<file path="config.mk">
export PLATFORM = sky130hd
export DESIGN_NAME = wws_top
export DESIGN_NICKNAME = d
export VERILOG_FILES = /design/src/verilog/wws_pkg.sv /design/src/verilog/wws_top.sv /design/src/verilog/wws_win_core.sv /design/src/verilog/wws_aon_core.sv
export SDC_FILE = /design/constraint.sdc
export NUM_CORES = 1
export LEC_CHECK = 0
export BUFFER_PORTS_ARGS = -buffer_cell sky130_fd_sc_hd__buf_4
export CAP_MARGIN = 25
export CORE_ASPECT_RATIO = 1.2
export CORE_UTILIZATION = 65
export DETAILED_ROUTE_END_ITERATION = 10
export GPL_ROUTABILITY_DRIVEN = 0
export PLACE_DENSITY = 0.83
export SLEW_MARGIN = 15
export SYNTH_ARGS = -nofsm -noshare
export SYNTH_HDL_FRONTEND = slang
export SYNTH_SLANG_ARGS = --single-unit
</file>
<file path="constraint.sdc">
create_clock -name clk -period 30.5 [get_ports clk]
set_clock_uncertainty 0.1 [all_clocks]
set_input_delay 9.15 -clock clk [delete_from_list [all_inputs] [get_ports clk]]
set_output_delay 9.15 -clock clk [all_outputs]
set_load 0.05 [all_outputs]
</file>
<file path="src/verilog/wws_pkg.sv">
package wws_pkg;
	// Register bus geometry
	localparam int WWS_AW = 8;
	localparam int WWS_DW = 32;
	localparam int WWS_NWIN = 2;

	// Windowed watchdog register offsets, relative to each unit's base
	localparam logic [WWS_AW-1:0] WWS_OFF_CTRL = 8'h00;
	localparam logic [WWS_AW-1:0] WWS_OFF_TIMEOUT = 8'h04;
	localparam logic [WWS_AW-1:0] WWS_OFF_WINDOW = 8'h08;
	localparam logic [WWS_AW-1:0] WWS_OFF_RESTART = 8'h0C;
	localparam logic [WWS_AW-1:0] WWS_OFF_COUNT = 8'h10;
	// Unit a at base 00, unit b one stride above
	localparam logic [WWS_AW-1:0] WWS_WIN_STRIDE = 8'h20;

	// Always-on watchdog and shared registers
	localparam logic [WWS_AW-1:0] WWS_ADDR_AON_CTRL = 8'h40;
	localparam logic [WWS_AW-1:0] WWS_ADDR_AON_RESTART = 8'h44;
	localparam logic [WWS_AW-1:0] WWS_ADDR_AON_COUNT = 8'h48;
	localparam logic [WWS_AW-1:0] WWS_ADDR_CAUSE = 8'h4C;
	localparam logic [WWS_AW-1:0] WWS_ADDR_IRQ_STATUS = 8'h50;
	localparam logic [WWS_AW-1:0] WWS_ADDR_IRQ_MASK = 8'h54;

	// Counting clock of a windowed unit
	typedef enum logic [1:0] {
		WWS_CLK_SYS = 2'b00,
		WWS_CLK_RTC = 2'b01,
		WWS_CLK_PM = 2'b10,
		WWS_CLK_NONE = 2'b11
	} wws_clksel_t;

	// Windowed unit control word, bit 0 upward: en, win_en, rst_por, clksel
	typedef struct packed {
		logic [15:0] prescale;
		logic [10:0] rsvd;
		wws_clksel_t clksel;
		logic rst_por;
		logic win_en;
		logic en;
	} wws_win_ctrl_t;

	// Always-on control word: en, rst_por, period select
	typedef struct packed {
		logic [25:0] rsvd;
		logic [3:0] sel;
		logic rst_por;
		logic en;
	} wws_aon_ctrl_t;

	// Event bits, shared by status and mask layouts; cause has its own three bits
	localparam int WWS_NEV = 5;
	localparam int WWS_EV_EXP_A = 0;
	localparam int WWS_EV_EXP_B = 1;
	localparam int WWS_EV_EARLY_A = 2;
	localparam int WWS_EV_EARLY_B = 3;
	localparam int WWS_EV_AON = 4;
	localparam int WWS_NCAUSE = 3;
	localparam int WWS_CAUSE_AON = 2;

	// Reset values
	localparam logic [WWS_DW-1:0] WWS_RST_CTRL = 32'h0000_0000;
	localparam logic [WWS_DW-1:0] WWS_RST_TIMEOUT = 32'hFFFF_FFFF;
	localparam logic [WWS_DW-1:0] WWS_RST_WINDOW = 32'h0000_0000;
	localparam logic [WWS_DW-1:0] WWS_RD_ZERO = 32'h0000_0000;

	// Always-on period: 2**(sel + base) ticks of the 32768 Hz clock
	localparam int WWS_RTC_HZ = 32768;
	localparam int WWS_AON_MAX_S = 8;
	localparam int WWS_AON_MAX_TICKS = WWS_AON_MAX_S * WWS_RTC_HZ;
	localparam int WWS_AON_SEL_MAX = 15;
	localparam int WWS_AON_BASE = $clog2(WWS_AON_MAX_TICKS) - WWS_AON_SEL_MAX;
	localparam int WWS_AON_CW = $clog2(WWS_AON_MAX_TICKS) + 1;
endpackage

</file>
<file path="src/verilog/wws_top.sv">
`timescale 1ns/1ps
// How it works
// - Two windowed units, each prescaler plus counter
// - Restart before window opens counts as failure
// - Failure requests firmware or power-on reset
// - Per-unit cause flag records reset source
// - Counting clock: scaled system, RTC, power
// - Always-on unit restarted, else resets, flags
// - Always-on unit keeps counting in sleep
// - Always-on period up to eight seconds, coarse
// - Either sleep state freezes the windowed units
module wws_top
	import wws_pkg::*;
#(
	parameter int CW = 32,
	parameter int PW = 16
) (
	// Clock and reset
	input wire logic clk,
	input wire logic reset,
	// Register port
	input wire logic [wws_pkg::WWS_AW-1:0] addr,
	input wire logic [wws_pkg::WWS_DW-1:0] wr_data,
	input wire logic wr_en,
	input wire logic rd_en,
	output logic [wws_pkg::WWS_DW-1:0] rd_data,
	// Counting clock ticks, one cycle each
	input wire logic rtc_tick,
	input wire logic pm_tick,
	// Sleep state of the surrounding chip
	input wire logic deepest_sleep_state,
	input wire logic retention_sleep_state,
	// Requests to the system reset controller
	output logic fw_reset_req,
	output logic por_reset_req,
	// Interrupt
	output logic irq
);
	import wws_pkg::*;

	if (CW < 8 || CW > WWS_DW || PW < 1 || PW > 16) begin : g_bad
		$error("wws_top: CW must be 8..32 and PW 1..16");
	end

	// Register address match
	function automatic logic hit(input logic [WWS_AW-1:0] a, input logic [WWS_AW-1:0] off);
		hit = (a == off);
	endfunction

	// Base address of windowed unit i
	function automatic logic [WWS_AW-1:0] win_base(input int i);
		win_base = WWS_AW'(i) * WWS_WIN_STRIDE;
	endfunction

	// Tick of the selected counting clock; the spare code never counts
	function automatic logic pick_tick(input wws_clksel_t s, input logic rt, input logic pm);
		logic t;
		t = 1'b0;
		unique case (s)
			WWS_CLK_SYS: t = 1'b1;
			WWS_CLK_RTC: t = rt;
			WWS_CLK_PM: t = pm;
			default: t = 1'b0;
		endcase
		pick_tick = t;
	endfunction

	// Windowed unit registers
	wws_win_ctrl_t ctrl_r [WWS_NWIN]; // Control word per unit
	logic [CW-1:0] tout_r [WWS_NWIN]; // Timeout in counts
	logic [CW-1:0] win_r [WWS_NWIN]; // Earliest legal restart count
	logic [WWS_NWIN-1:0] restart; // Restart strobe per unit
	logic [WWS_NWIN-1:0] win_exp; // Expiry pulse per unit
	logic [WWS_NWIN-1:0] win_early; // Early restart pulse per unit
	logic [CW-1:0] win_cnt [WWS_NWIN]; // Live count per unit

	// Always-on unit registers
	wws_aon_ctrl_t aon_ctrl_r; // Always-on control
	logic aon_restart; // Always-on restart strobe
	logic aon_exp; // Always-on expiry pulse
	logic [WWS_AON_CW-1:0] aon_cnt; // Always-on live count

	// Shared state
	logic [WWS_NCAUSE-1:0] cause_r; // Reset cause flags, kept past the reset
	logic [WWS_NEV-1:0] stat_r; // Sticky interrupt status
	logic [WWS_NEV-1:0] mask_r; // Interrupt enables
	logic [WWS_NEV-1:0] events; // This cycle's events
	logic [WWS_NWIN-1:0] win_fail; // Any failure of a windowed unit
	logic any_fail; // Some unit asks for a reset
	logic frozen; // Windowed logic held static
	logic [WWS_DW-1:0] rd_nxt; // Read mux output
	logic [WWS_DW-1:0] rd_data_r; // Registered read data
	logic fw_req_r; // Firmware reset request
	logic por_req_r; // Power-on reset request
	logic irq_r; // Interrupt level

	// Both sleep states stop the core-side logic
	assign frozen = deepest_sleep_state || retention_sleep_state;

	genvar gi;
	generate
		for (gi = 0; gi < WWS_NWIN; gi++) begin : g_win
			logic tick_g; // Gated tick of this unit

			// Clock source choice, stopped in sleep
			assign tick_g = !frozen && pick_tick(ctrl_r[gi].clksel, rtc_tick, pm_tick);

			// Restart strobe; ignored while disabled
			assign restart[gi] = wr_en && ctrl_r[gi].en &&
				hit(addr, win_base(gi) + WWS_OFF_RESTART);

			// Control register; a requested reset disables the unit
			always_ff @(posedge clk or posedge reset) begin
				if (reset) begin
					ctrl_r[gi] <= wws_win_ctrl_t'(WWS_RST_CTRL);
				end else if (any_fail) begin
					ctrl_r[gi].en <= 1'b0; // Unit restarts disabled, like after reset
				end else if (wr_en && hit(addr, win_base(gi) + WWS_OFF_CTRL)) begin
					ctrl_r[gi] <= wws_win_ctrl_t'(wr_data);
					ctrl_r[gi].rsvd <= '0; // Reserved bits read zero
					ctrl_r[gi].prescale <= wr_data[WWS_DW-1 -: 16] & 16'(PW == 16 ?
						16'hFFFF : ((17'h1 << PW) - 17'h1));
				end
			end

			// Timeout register
			always_ff @(posedge clk or posedge reset) begin
				if (reset) begin
					tout_r[gi] <= WWS_RST_TIMEOUT[CW-1:0];
				end else if (wr_en && hit(addr, win_base(gi) + WWS_OFF_TIMEOUT)) begin
					tout_r[gi] <= wr_data[CW-1:0];
				end
			end

			// Window register
			always_ff @(posedge clk or posedge reset) begin
				if (reset) begin
					win_r[gi] <= WWS_RST_WINDOW[CW-1:0];
				end else if (wr_en && hit(addr, win_base(gi) + WWS_OFF_WINDOW)) begin
					win_r[gi] <= wr_data[CW-1:0];
				end
			end

			// Counting core of this unit
			wws_win_core #(
				.CW(CW),
				.PW(PW)
			) u_core (
				.clk(clk),
				.reset(reset),
				.tick(tick_g),
				.en(ctrl_r[gi].en),
				.win_en(ctrl_r[gi].win_en),
				.prescale(ctrl_r[gi].prescale[PW-1:0]),
				.timeout(tout_r[gi]),
				.window(win_r[gi]),
				.restart(restart[gi]),
				.count(win_cnt[gi]),
				.expired(win_exp[gi]),
				.early(win_early[gi])
			);

			// Early restart is a timeout as well
			// A unit already disabled by another failure adds no second request
			assign win_fail[gi] = ctrl_r[gi].en && (win_exp[gi] || win_early[gi]);
		end
	endgenerate

	// Always-on restart strobe, only while enabled
	assign aon_restart = wr_en && aon_ctrl_r.en && hit(addr, WWS_ADDR_AON_RESTART);

	// Always-on control register
	always_ff @(posedge clk or posedge reset) begin
		if (reset) begin
			aon_ctrl_r <= wws_aon_ctrl_t'(WWS_RST_CTRL);
		end else if (any_fail) begin
			aon_ctrl_r.en <= 1'b0;
		end else if (wr_en && hit(addr, WWS_ADDR_AON_CTRL)) begin
			aon_ctrl_r <= wws_aon_ctrl_t'(wr_data);
			aon_ctrl_r.rsvd <= '0;
		end
	end

	// Always-on core sees the raw RTC tick, never the sleep gate
	wws_aon_core #(
		.CW(WWS_AON_CW)
	) u_aon (
		.clk(clk),
		.reset(reset),
		.tick(rtc_tick),
		.en(aon_ctrl_r.en),
		.sel(aon_ctrl_r.sel),
		.restart(aon_restart),
		.count(aon_cnt),
		.expired(aon_exp)
	);

	// Event vector in status layout
	assign events = {aon_exp, win_early[1], win_early[0], win_exp[1], win_exp[0]};
	assign any_fail = |win_fail || (aon_exp && aon_ctrl_r.en);

	// Reset requests, one pulse per failing cycle; a tie of kinds asks power-on
	always_ff @(posedge clk or posedge reset) begin
		if (reset) begin
			fw_req_r <= 1'b0;
			por_req_r <= 1'b0;
		end else begin
			por_req_r <= (win_fail[0] && ctrl_r[0].rst_por) ||
				(win_fail[1] && ctrl_r[1].rst_por) ||
				(aon_exp && aon_ctrl_r.en && aon_ctrl_r.rst_por);
			fw_req_r <= any_fail && !((win_fail[0] && ctrl_r[0].rst_por) ||
				(win_fail[1] && ctrl_r[1].rst_por) ||
				(aon_exp && aon_ctrl_r.en && aon_ctrl_r.rst_por));
		end
	end

	// Cause flags: write one to clear; of the resets only this block's own clears them, so they
	// survive the system reset that a failure triggers. Set beats clear.
	always_ff @(posedge clk or posedge reset) begin
		if (reset) begin
			cause_r <= '0;
		end else begin
			for (int i = 0; i < WWS_NCAUSE; i++) begin
				if (wr_en && hit(addr, WWS_ADDR_CAUSE) && wr_data[i]) begin
					cause_r[i] <= 1'b0;
				end
			end
			for (int i = 0; i < WWS_NWIN; i++) begin
				if (win_fail[i]) begin
					cause_r[i] <= 1'b1;
				end
			end
			if (aon_exp && aon_ctrl_r.en) begin
				cause_r[WWS_CAUSE_AON] <= 1'b1;
			end
		end
	end

	// Sticky interrupt status, write one to clear, set wins
	always_ff @(posedge clk or posedge reset) begin
		if (reset) begin
			stat_r <= '0;
		end else begin
			for (int i = 0; i < WWS_NEV; i++) begin
				if (events[i]) begin
					stat_r[i] <= 1'b1;
				end else if (wr_en && hit(addr, WWS_ADDR_IRQ_STATUS) && wr_data[i]) begin
					stat_r[i] <= 1'b0;
				end
			end
		end
	end

	// Interrupt mask
	always_ff @(posedge clk or posedge reset) begin
		if (reset) begin
			mask_r <= '0;
		end else if (wr_en && hit(addr, WWS_ADDR_IRQ_MASK)) begin
			mask_r <= wr_data[WWS_NEV-1:0];
		end
	end

	// Interrupt level, one cycle behind the status
	always_ff @(posedge clk or posedge reset) begin
		if (reset) begin
			irq_r <= 1'b0;
		end else begin
			irq_r <= |(stat_r & mask_r);
		end
	end

	// Read mux; unmapped and write-only addresses read zero
	always_comb begin
		rd_nxt = WWS_RD_ZERO;
		for (int i = 0; i < WWS_NWIN; i++) begin
			if (hit(addr, win_base(i) + WWS_OFF_CTRL)) begin
				rd_nxt = ctrl_r[i];
			end
			if (hit(addr, win_base(i) + WWS_OFF_TIMEOUT)) begin
				rd_nxt = WWS_DW'(tout_r[i]);
			end
			if (hit(addr, win_base(i) + WWS_OFF_WINDOW)) begin
				rd_nxt = WWS_DW'(win_r[i]);
			end
			if (hit(addr, win_base(i) + WWS_OFF_COUNT)) begin
				rd_nxt = WWS_DW'(win_cnt[i]);
			end
		end
		if (hit(addr, WWS_ADDR_AON_CTRL)) begin
			rd_nxt = aon_ctrl_r;
		end
		if (hit(addr, WWS_ADDR_AON_COUNT)) begin
			rd_nxt = WWS_DW'(aon_cnt);
		end
		if (hit(addr, WWS_ADDR_CAUSE)) begin
			rd_nxt = WWS_DW'(cause_r);
		end
		if (hit(addr, WWS_ADDR_IRQ_STATUS)) begin
			rd_nxt = WWS_DW'(stat_r);
		end
		if (hit(addr, WWS_ADDR_IRQ_MASK)) begin
			rd_nxt = WWS_DW'(mask_r);
		end
	end

	// Read data stand only in the cycle after the strobe
	always_ff @(posedge clk or posedge reset) begin
		if (reset) begin
			rd_data_r <= WWS_RD_ZERO;
		end else begin
			rd_data_r <= rd_en ? rd_nxt : WWS_RD_ZERO;
		end
	end

	// Outputs straight from flip-flops
	assign rd_data = rd_data_r;
	assign fw_reset_req = fw_req_r;
	assign por_reset_req = por_req_r;
	assign irq = irq_r;
endmodule

</file>
<file path="src/verilog/wws_win_core.sv">
`timescale 1ns/1ps
// One windowed watchdog: prescaler, up counter, window check
module wws_win_core #(
	parameter int CW = 32,
	parameter int PW = 16
) (
	// Clock and reset
	input wire logic clk,
	input wire logic reset,
	// Configuration
	input wire logic tick,
	input wire logic en,
	input wire logic win_en,
	input wire logic [PW-1:0] prescale,
	input wire logic [CW-1:0] timeout,
	input wire logic [CW-1:0] window,
	input wire logic restart,
	// Status
	output logic [CW-1:0] count,
	output logic expired,
	output logic early
);
	logic [PW-1:0] pre_r; // Prescaler phase
	logic [CW-1:0] cnt_r; // Timeout counter
	logic step; // One count of the main counter

	if (CW < 8 || PW < 1) begin : g_bad
		$error("wws_win_core: widths too small");
	end

	// Counter advances once per prescale+1 ticks
	assign step = en && tick && (pre_r == prescale);
	assign count = cnt_r;

	// Prescaler, held at zero while disabled
	always_ff @(posedge clk or posedge reset) begin
		if (reset) begin
			pre_r <= '0;
		end else if (!en || restart) begin
			pre_r <= '0;
		end else if (tick) begin
			pre_r <= (pre_r == prescale) ? '0 : pre_r + 1'b1;
		end
	end

	// Main counter; a restart reloads the full period
	always_ff @(posedge clk or posedge reset) begin
		if (reset) begin
			cnt_r <= '0;
		end else if (!en || restart || expired) begin
			cnt_r <= '0;
		end else if (step) begin
			cnt_r <= cnt_r + 1'b1;
		end
	end

	// Expiry pulse; >= covers a timeout lowered below the count
	always_ff @(posedge clk or posedge reset) begin
		if (reset) begin
			expired <= 1'b0;
		end else begin
			expired <= en && !restart && !expired && step && (cnt_r >= timeout);
		end
	end

	// Restart before the window opens is a failure
	always_ff @(posedge clk or posedge reset) begin
		if (reset) begin
			early <= 1'b0;
		end else begin
			early <= en && restart && win_en && (cnt_r < window);
		end
	end
endmodule

</file>
<file path="src/verilog/wws_aon_core.sv">
`timescale 1ns/1ps
// Always-on watchdog: counts 32768 Hz ticks regardless of sleep state
module wws_aon_core
	import wws_pkg::*;
#(
	parameter int CW = WWS_AON_CW
) (
	// Clock and reset
	input wire logic clk,
	input wire logic reset,
	// Control
	input wire logic tick,
	input wire logic en,
	input wire logic [3:0] sel,
	input wire logic restart,
	// Status
	output logic [CW-1:0] count,
	output logic expired
);
	logic [CW-1:0] cnt_r; // Tick counter
	logic [CW-1:0] limit; // Selected period in ticks

	if (CW < WWS_AON_BASE + WWS_AON_SEL_MAX + 1) begin : g_bad
		$error("wws_aon_core: counter cannot reach the longest period");
	end

	// Coarse power-of-two periods only, enough for hang recovery
	assign limit = CW'(1) << (CW'(sel) + CW'(WWS_AON_BASE));
	assign count = cnt_r;

	// Counter, reloaded by restart, idle while disabled
	always_ff @(posedge clk or posedge reset) begin
		if (reset) begin
			cnt_r <= '0;
		end else if (!en || restart || expired) begin
			cnt_r <= '0;
		end else if (tick) begin
			cnt_r <= cnt_r + 1'b1;
		end
	end

	// Expiry once the period is used up
	always_ff @(posedge clk or posedge reset) begin
		if (reset) begin
			expired <= 1'b0;
		end else begin
			expired <= en && !restart && !expired && tick && (cnt_r >= limit - 1'b1);
		end
	end
endmodule

</file>
# == After elaboration in Yosys (flattened, before gate mapping) ==
# Cells that the tools add are included.
# totals
wordCells,228
output_inout_bits,35
input_bits,48
reg_bits,344
# classes
shift,1
bitwise_logic,2
mux,50
n_reduce_logical,102
n_eq_ne,21
n_lt_le_gt_ge,5
addsub,7
# op_table
op,count
$mux W32,18
$mux W16,6
$add A32 B1 Y32 const B,2
$ge A32 B32 Y1,2
$lt A32 B32 Y1,2
$logic_and A1 B1 Y1,55
$eq A8 B7 Y1 const B,6
$eq A8 B6 Y1 const B,5
$mux W19,2
$add A16 B1 Y16 const B,2
$eq A16 B16 Y1,2
$reduce_bool A2 Y1,16
$mux W1,22
$add A19 B1 Y19 const B,1
$ge A19 B19 Y1,1
$shl A1 B19 Y19 const A,1
$sub A19 B1 Y19 const B,1
$eq A8 B4 Y1 const B,2
$logic_or A1 B1 Y1,12
$logic_not A1 Y1,11
$eq A8 B3 Y1 const B,1
$eq A8 B5 Y1 const B,1
$logic_not A8 Y1,1
$pmux W1 S3,2
other kinds (9),14

# == Depth between registers and ports, before layout ==
# depth
ltp_word,15
depth_mapped,13
ltp_nobuf,12

# == Hierarchy ==
# A second synthesis with hierarchy kept.
# unflattened
cells_unflattened,2265
area_unflattened_um2,21752.1
# by_module_without_submodules
module,cells_per_inst,seq_area_each_um2,n_inst,area_per_inst_um2
wws_top,1008,5685.5,1,11352.1
wws_win_core,536,1251.2,2,4405.5
wws_aon_core,185,500.5,1,1589.0

# == Least setup slack after synthesis ==
# No wires, ideal clock.
# synth_timing
path_kind,in2reg
start,input port addr[4] (netlist name)
end,register ctrl_r[23] (netlist name)
cell_stages,6
t_arrival_ps,10905
setup_ps,125
t_required_ps,30275
path_slack_ps,19370
cell_sequence,buf_2 -> or4b_1 -> nor2_2 -> and3_1 -> buf_4 -> mux2_2
# synth_between
elab_chain_cells,3
# synth_rtl
element,line_no,source
"start, declared",wws_top.sv:22,"input wire logic [wws_pkg::WWS_AW-1:0] addr,"
$eq A8 B6 Y1,wws_top.sv:47,hit = (a == off);
$logic_and A1 B1 Y1,wws_top.sv:118,"end else if (wr_en && hit(addr, win_base(gi) + WWS_OFF_CTRL)) begin"
$reduce_and A2 Y1 (no source line),n/a,
# No other way between the ends.
# A chain may end at the register's enable or synchronous reset.

# == Final worst setup path ==
# layout_timing
start,input port addr[5] (netlist name)
end,register ctrl_r[16] (netlist name)
# layout_between
elab_chain_cells,3
# layout_rtl
element,line_no
$eq A8 B6 Y1,wws_top.sv:47
$logic_and A1 B1 Y1,wws_top.sv:118
$reduce_and A2 Y1 (no source line),n/a
# No other way between the ends.

==> impl_summary.txt <==
----------------------------------------------------
[Power]
  Static leakage ... 0.0103 uW
  Internal power of the cells ... between 700 and 800 uW
  Largest voltage drop on the vdd net ... just over 0.00004 V
  Power share of the sequential group ... 45.0%
  Cell area power density ... between 40 and 50 nW/um^2
  Share of total power in combinational logic ... a little under an eighth
  Switching share of power ... between 20% and 30%
  NetSw ... about 300 uW
  Total power ... about 1100 uW
  Clock power frac ... a little over two fifths

[Cells and area]
  Proportion of layout cells with a drive suffix above 1 ... approximately a fifth
  Final cell utilization of the core ... 73.6%
  Sequential cell area ... 8690 um^2
  Synth-to-layout area growth ... 11.3%
  Final Cell Area ... around 23000 um^2
  Multi-input combinational cell area ... ~11000 um^2
  Number of nets in the finished design ... 2261
  Fill cells ... ~2000
  Total inserted antenna cells ... 0

[Setup path]
  Kind of cell with the highest combined delay on the critical path ... simple AND/OR/NAND/NOR gates
  Cell type of the slowest stage on the worst timing path ... sky130_fd_sc_hd__nor2_2
  Maximum cell stage delay along the critical path ... between 700 and 800 ps
  Critical Path RT ... 30820 ps
  Crit path DAT ... between 10000 and 15000 ps
  Type of the worst setup path ... input port to register
  Bufs and invs on worst path ... 2
  Worst setup EP type ... register
  Maximum net fanout on the critical path ... 40
  Startpoint types ... input port
  List of cells traversed by the critical path ... buf_4, or4b_1, nor2_2, and3_1, buf_8, mux2_2

[Synth]
  Fraction of the mapped netlist area in simple logic gates ... roughly 14%
  Average size of a mapped cell ... 10.1 um^2
  Most instantiated flip-flop cell in the synthesis netlist ... sky130_fd_sc_hd__dfrtp_1
  Number of instances in the synthesized netlist ... ~2000
  Synthesized flop and latch total ... between 300 and 400
  Main combinational cell family by area after synthesis ... simple AND/OR/NAND/NOR gates
  Count of cell types in the netlist ... 77
  Area fraction in compound gates after synthesis ... a little under an eighth
  Post-Synth XOR/XNOR Area ... under 10%
  Share of flip-flops with an asynchronous set or reset ... 100%
  Portion of the post-synthesis area used by sequential elements ... between 40% and 50%
  Netlist area before placement ... between 20000 and 25000 um^2
  Count of flip-flops with a built-in enable after synthesis ... 0
  Portion of synthesized cell area occupied by the leading cell type ... between 30% and 40%
  Synth top cells by count ... 280 x sky130_fd_sc_hd__dfrtp_1, 174 x sky130_fd_sc_hd__mux2_2, 151 x sky130_fd_sc_hd__ha_1
  Synthesized-area fraction occupied by adder cells ... a little under a tenth
  Post-synthesis cell type with the largest combined area ... sky130_fd_sc_hd__dfrtp_1
  Count of yosys warnings during synthesis ... 0
  Mux cell area share after synthesis ... 12.1%
  Top post-synthesis cells by area ... sky130_fd_sc_hd__dfrtp_1 35%, sky130_fd_sc_hd__mux2_2 9.7%, sky130_fd_sc_hd__ha_1 9.3%
  Most frequently used cell type in the post-synthesis netlist ... sky130_fd_sc_hd__dfrtp_1

[Route]
  Drt first pass iters ... 8
  Vias per cell ... just under 7
  Vias ... between 15000 and 20000
  Total wire length ... slightly above 60000 um
  Antenna-violating nets left ... 0
  Residual DRC count ... 0
  1st-iter DRT viols ... around 2100
  Per-cell routed wire length ... about 25 um

[GRT]
  GRT Overall Usage ... 39.9%
  Sum of overflow across all layers after global routing ... 0
  Antenna violations before repair ... 2
  Via count of the first global-routing pass ... 17400
  Largest net degree at the start of global routing ... around 180
  Wire length of the first global-routing pass ... about 96000 um

[Floorplan]
  IO Count ... 83
  Width of the die ... ~160 um
  Chip Height ... around 200 um
  Die outline area ... 31800 um^2
  Area of the core ... between 30000 and 40000 um^2
  Initial Utilization ... between 60% and 70%
  Placement Rows ... 70

[Placement]
  Quantity of I/O buffers inserted on ports ... between 80 and 90
  Post-detailed-placement half-perimeter wirelength ... about 43000 um
  Placed cell area ... between 20000 and 25000 um^2

[Clock tree]
  Clock latency at the later pin of the worst-skew pair ... 550 ps
  Maximum clock path buffer count ... 3
  Clock tree from TritonCTS ... yes
  Clock sink count ... roughly 340
  Post-CTS setup-driven buffer insertion count ... 0
  H-Tree Level Count ... 2
  Clock-pin slew on the worst setup and hold paths ... around 60 ps
  Number of gates resized after cts ... 0
  Number of buffers inserted for hold repair after clock tree synthesis ... 0
  Clock root cell ... sky130_fd_sc_hd__clkbuf_16
  Clock buffer count from CTS ... 36

[Run status]
  Result of the run ... finished, final reports clean

[Job]
  Number of max-cap violations ... 0

[STA]
  Count of final setup violators ... 0
  Setup repair after global routing missed its margin ... false
  Post-route minimum period ... ~12000 ps
  FMAX ... roughly 0.086 GHz
  Max-slew headroom ... ~15%
  Max-slew violation total from the final report ... 0
  Sum of negative setup slack ... 0 ps
  Hold Violations, Final ... 0
  Transition time of the tightest slew-check pin ... between 1000 and 1500 ps
  Final period utilization ... 38.3%

[Worst hold path]
  Worst Hold Class ... register to register

----------------------------------------------------
## power groups by stage
stage,Clock [uW],Sequential (uW),Combinational (uW)
after floorplan,0,492,83.4
after global placement,0,498,121
after detailed placement,0,499,125
after CTS,472,492,127
after global routing,490,494,140
final,471,493,131
## cell families after synthesis
kind of cell,after synthesis
xor+xnor,121
buf+inv,226
compound gates,370
fa+ha+maj,151
simple gates,562
flops,344
mux,220
other cells,1
## final cells by class
| class | count | share of cell area [%] |
|---|---|---|
| multi-input combinational | 1427 | 47.5 |
| sequential | 344 | 38.6 |
| timing repair buffer | 103 | 3.56 |
| tap | 396 | 2.20 |
| inverter | 150 | 2.54 |
| clock inverter | 14 | 0.940 |
| clock buffer | 52 | 4.63 |
## path summary, 6_finish.rpt
kind	start	to	slack, ps	depth (start not counted)
max	addr[5]	ctrl_r[16]	18820	6
min	g_win[1].u_core.early	stat_r[3]	360	1
max reg2reg	g_win[0].u_core.count[4]	g_win[0].u_core.early	27030	8
min reg2reg	g_win[1].u_core.early	stat_r[3]	360	1
max in group asynchronous	reset	g_win[0].u_core.pre_r[4]	20060	3
min in group asynchronous	reset	win_r[44]	8650	2
## placed cells by master, fill, tap and decap left out, types with 22 or more instances in the layout
master	n
sky130_fd_sc_hd__a31oi_1	23
sky130_fd_sc_hd__inv_1	148
sky130_fd_sc_hd__dfrtp_1	280
sky130_fd_sc_hd__dfstp_2	64
sky130_fd_sc_hd__mux2_2	174
sky130_fd_sc_hd__o21ai_0	99
sky130_fd_sc_hd__xor2_1	99
sky130_fd_sc_hd__xnor2_1	22
sky130_fd_sc_hd__a21o_1	23
sky130_fd_sc_hd__nand4_1	49
sky130_fd_sc_hd__mux2i_1	29
sky130_fd_sc_hd__a22oi_1	37
sky130_fd_sc_hd__ha_1	151
sky130_fd_sc_hd__a21oi_1	67
sky130_fd_sc_hd__buf_4	100
sky130_fd_sc_hd__o22ai_1	28
sky130_fd_sc_hd__clkbuf_16	37
sky130_fd_sc_hd__nor3_1	26
sky130_fd_sc_hd__nand2_1	139
sky130_fd_sc_hd__nand3_1	75
sky130_fd_sc_hd__nor2_1	147
## per-stage QoR
stage	instances	setup slack, ps	hold WS (ps)
CTS	2481	18380	355
finish	2486	18820	355
floorplan	1997	11820	323
global route	2486	18770	390
detailed placement	2415	17850	341
global placement	2415	18010	339
## routing by layer
layer | track usage, % | vias to the layer above | routed length (um)
li1 | - | 7315 | -
met1 | 46.7 | 8164 | 21500
met2 | 62.6 | 1090 | 28200
met3 | 10.1 | 406 | 5960
met4 | 30.8 | 2 | 5780
met5 | 0.313 | - | 9
## sequential cells by signal, summed over array words and instances, names as in the netlist, 6 cells and up
| signal | count |
|---|---|
| ctrl_r | 42 |
| aon_ctrl_r | 6 |
| g_win.u_core.count | 64 |
| g_win.u_core.pre_r | 32 |
| tout_r | 64 |
| rd_data | 32 |
| win_r | 64 |
| u_aon.count | 19 |
Power figures use the tool's default switching activity.
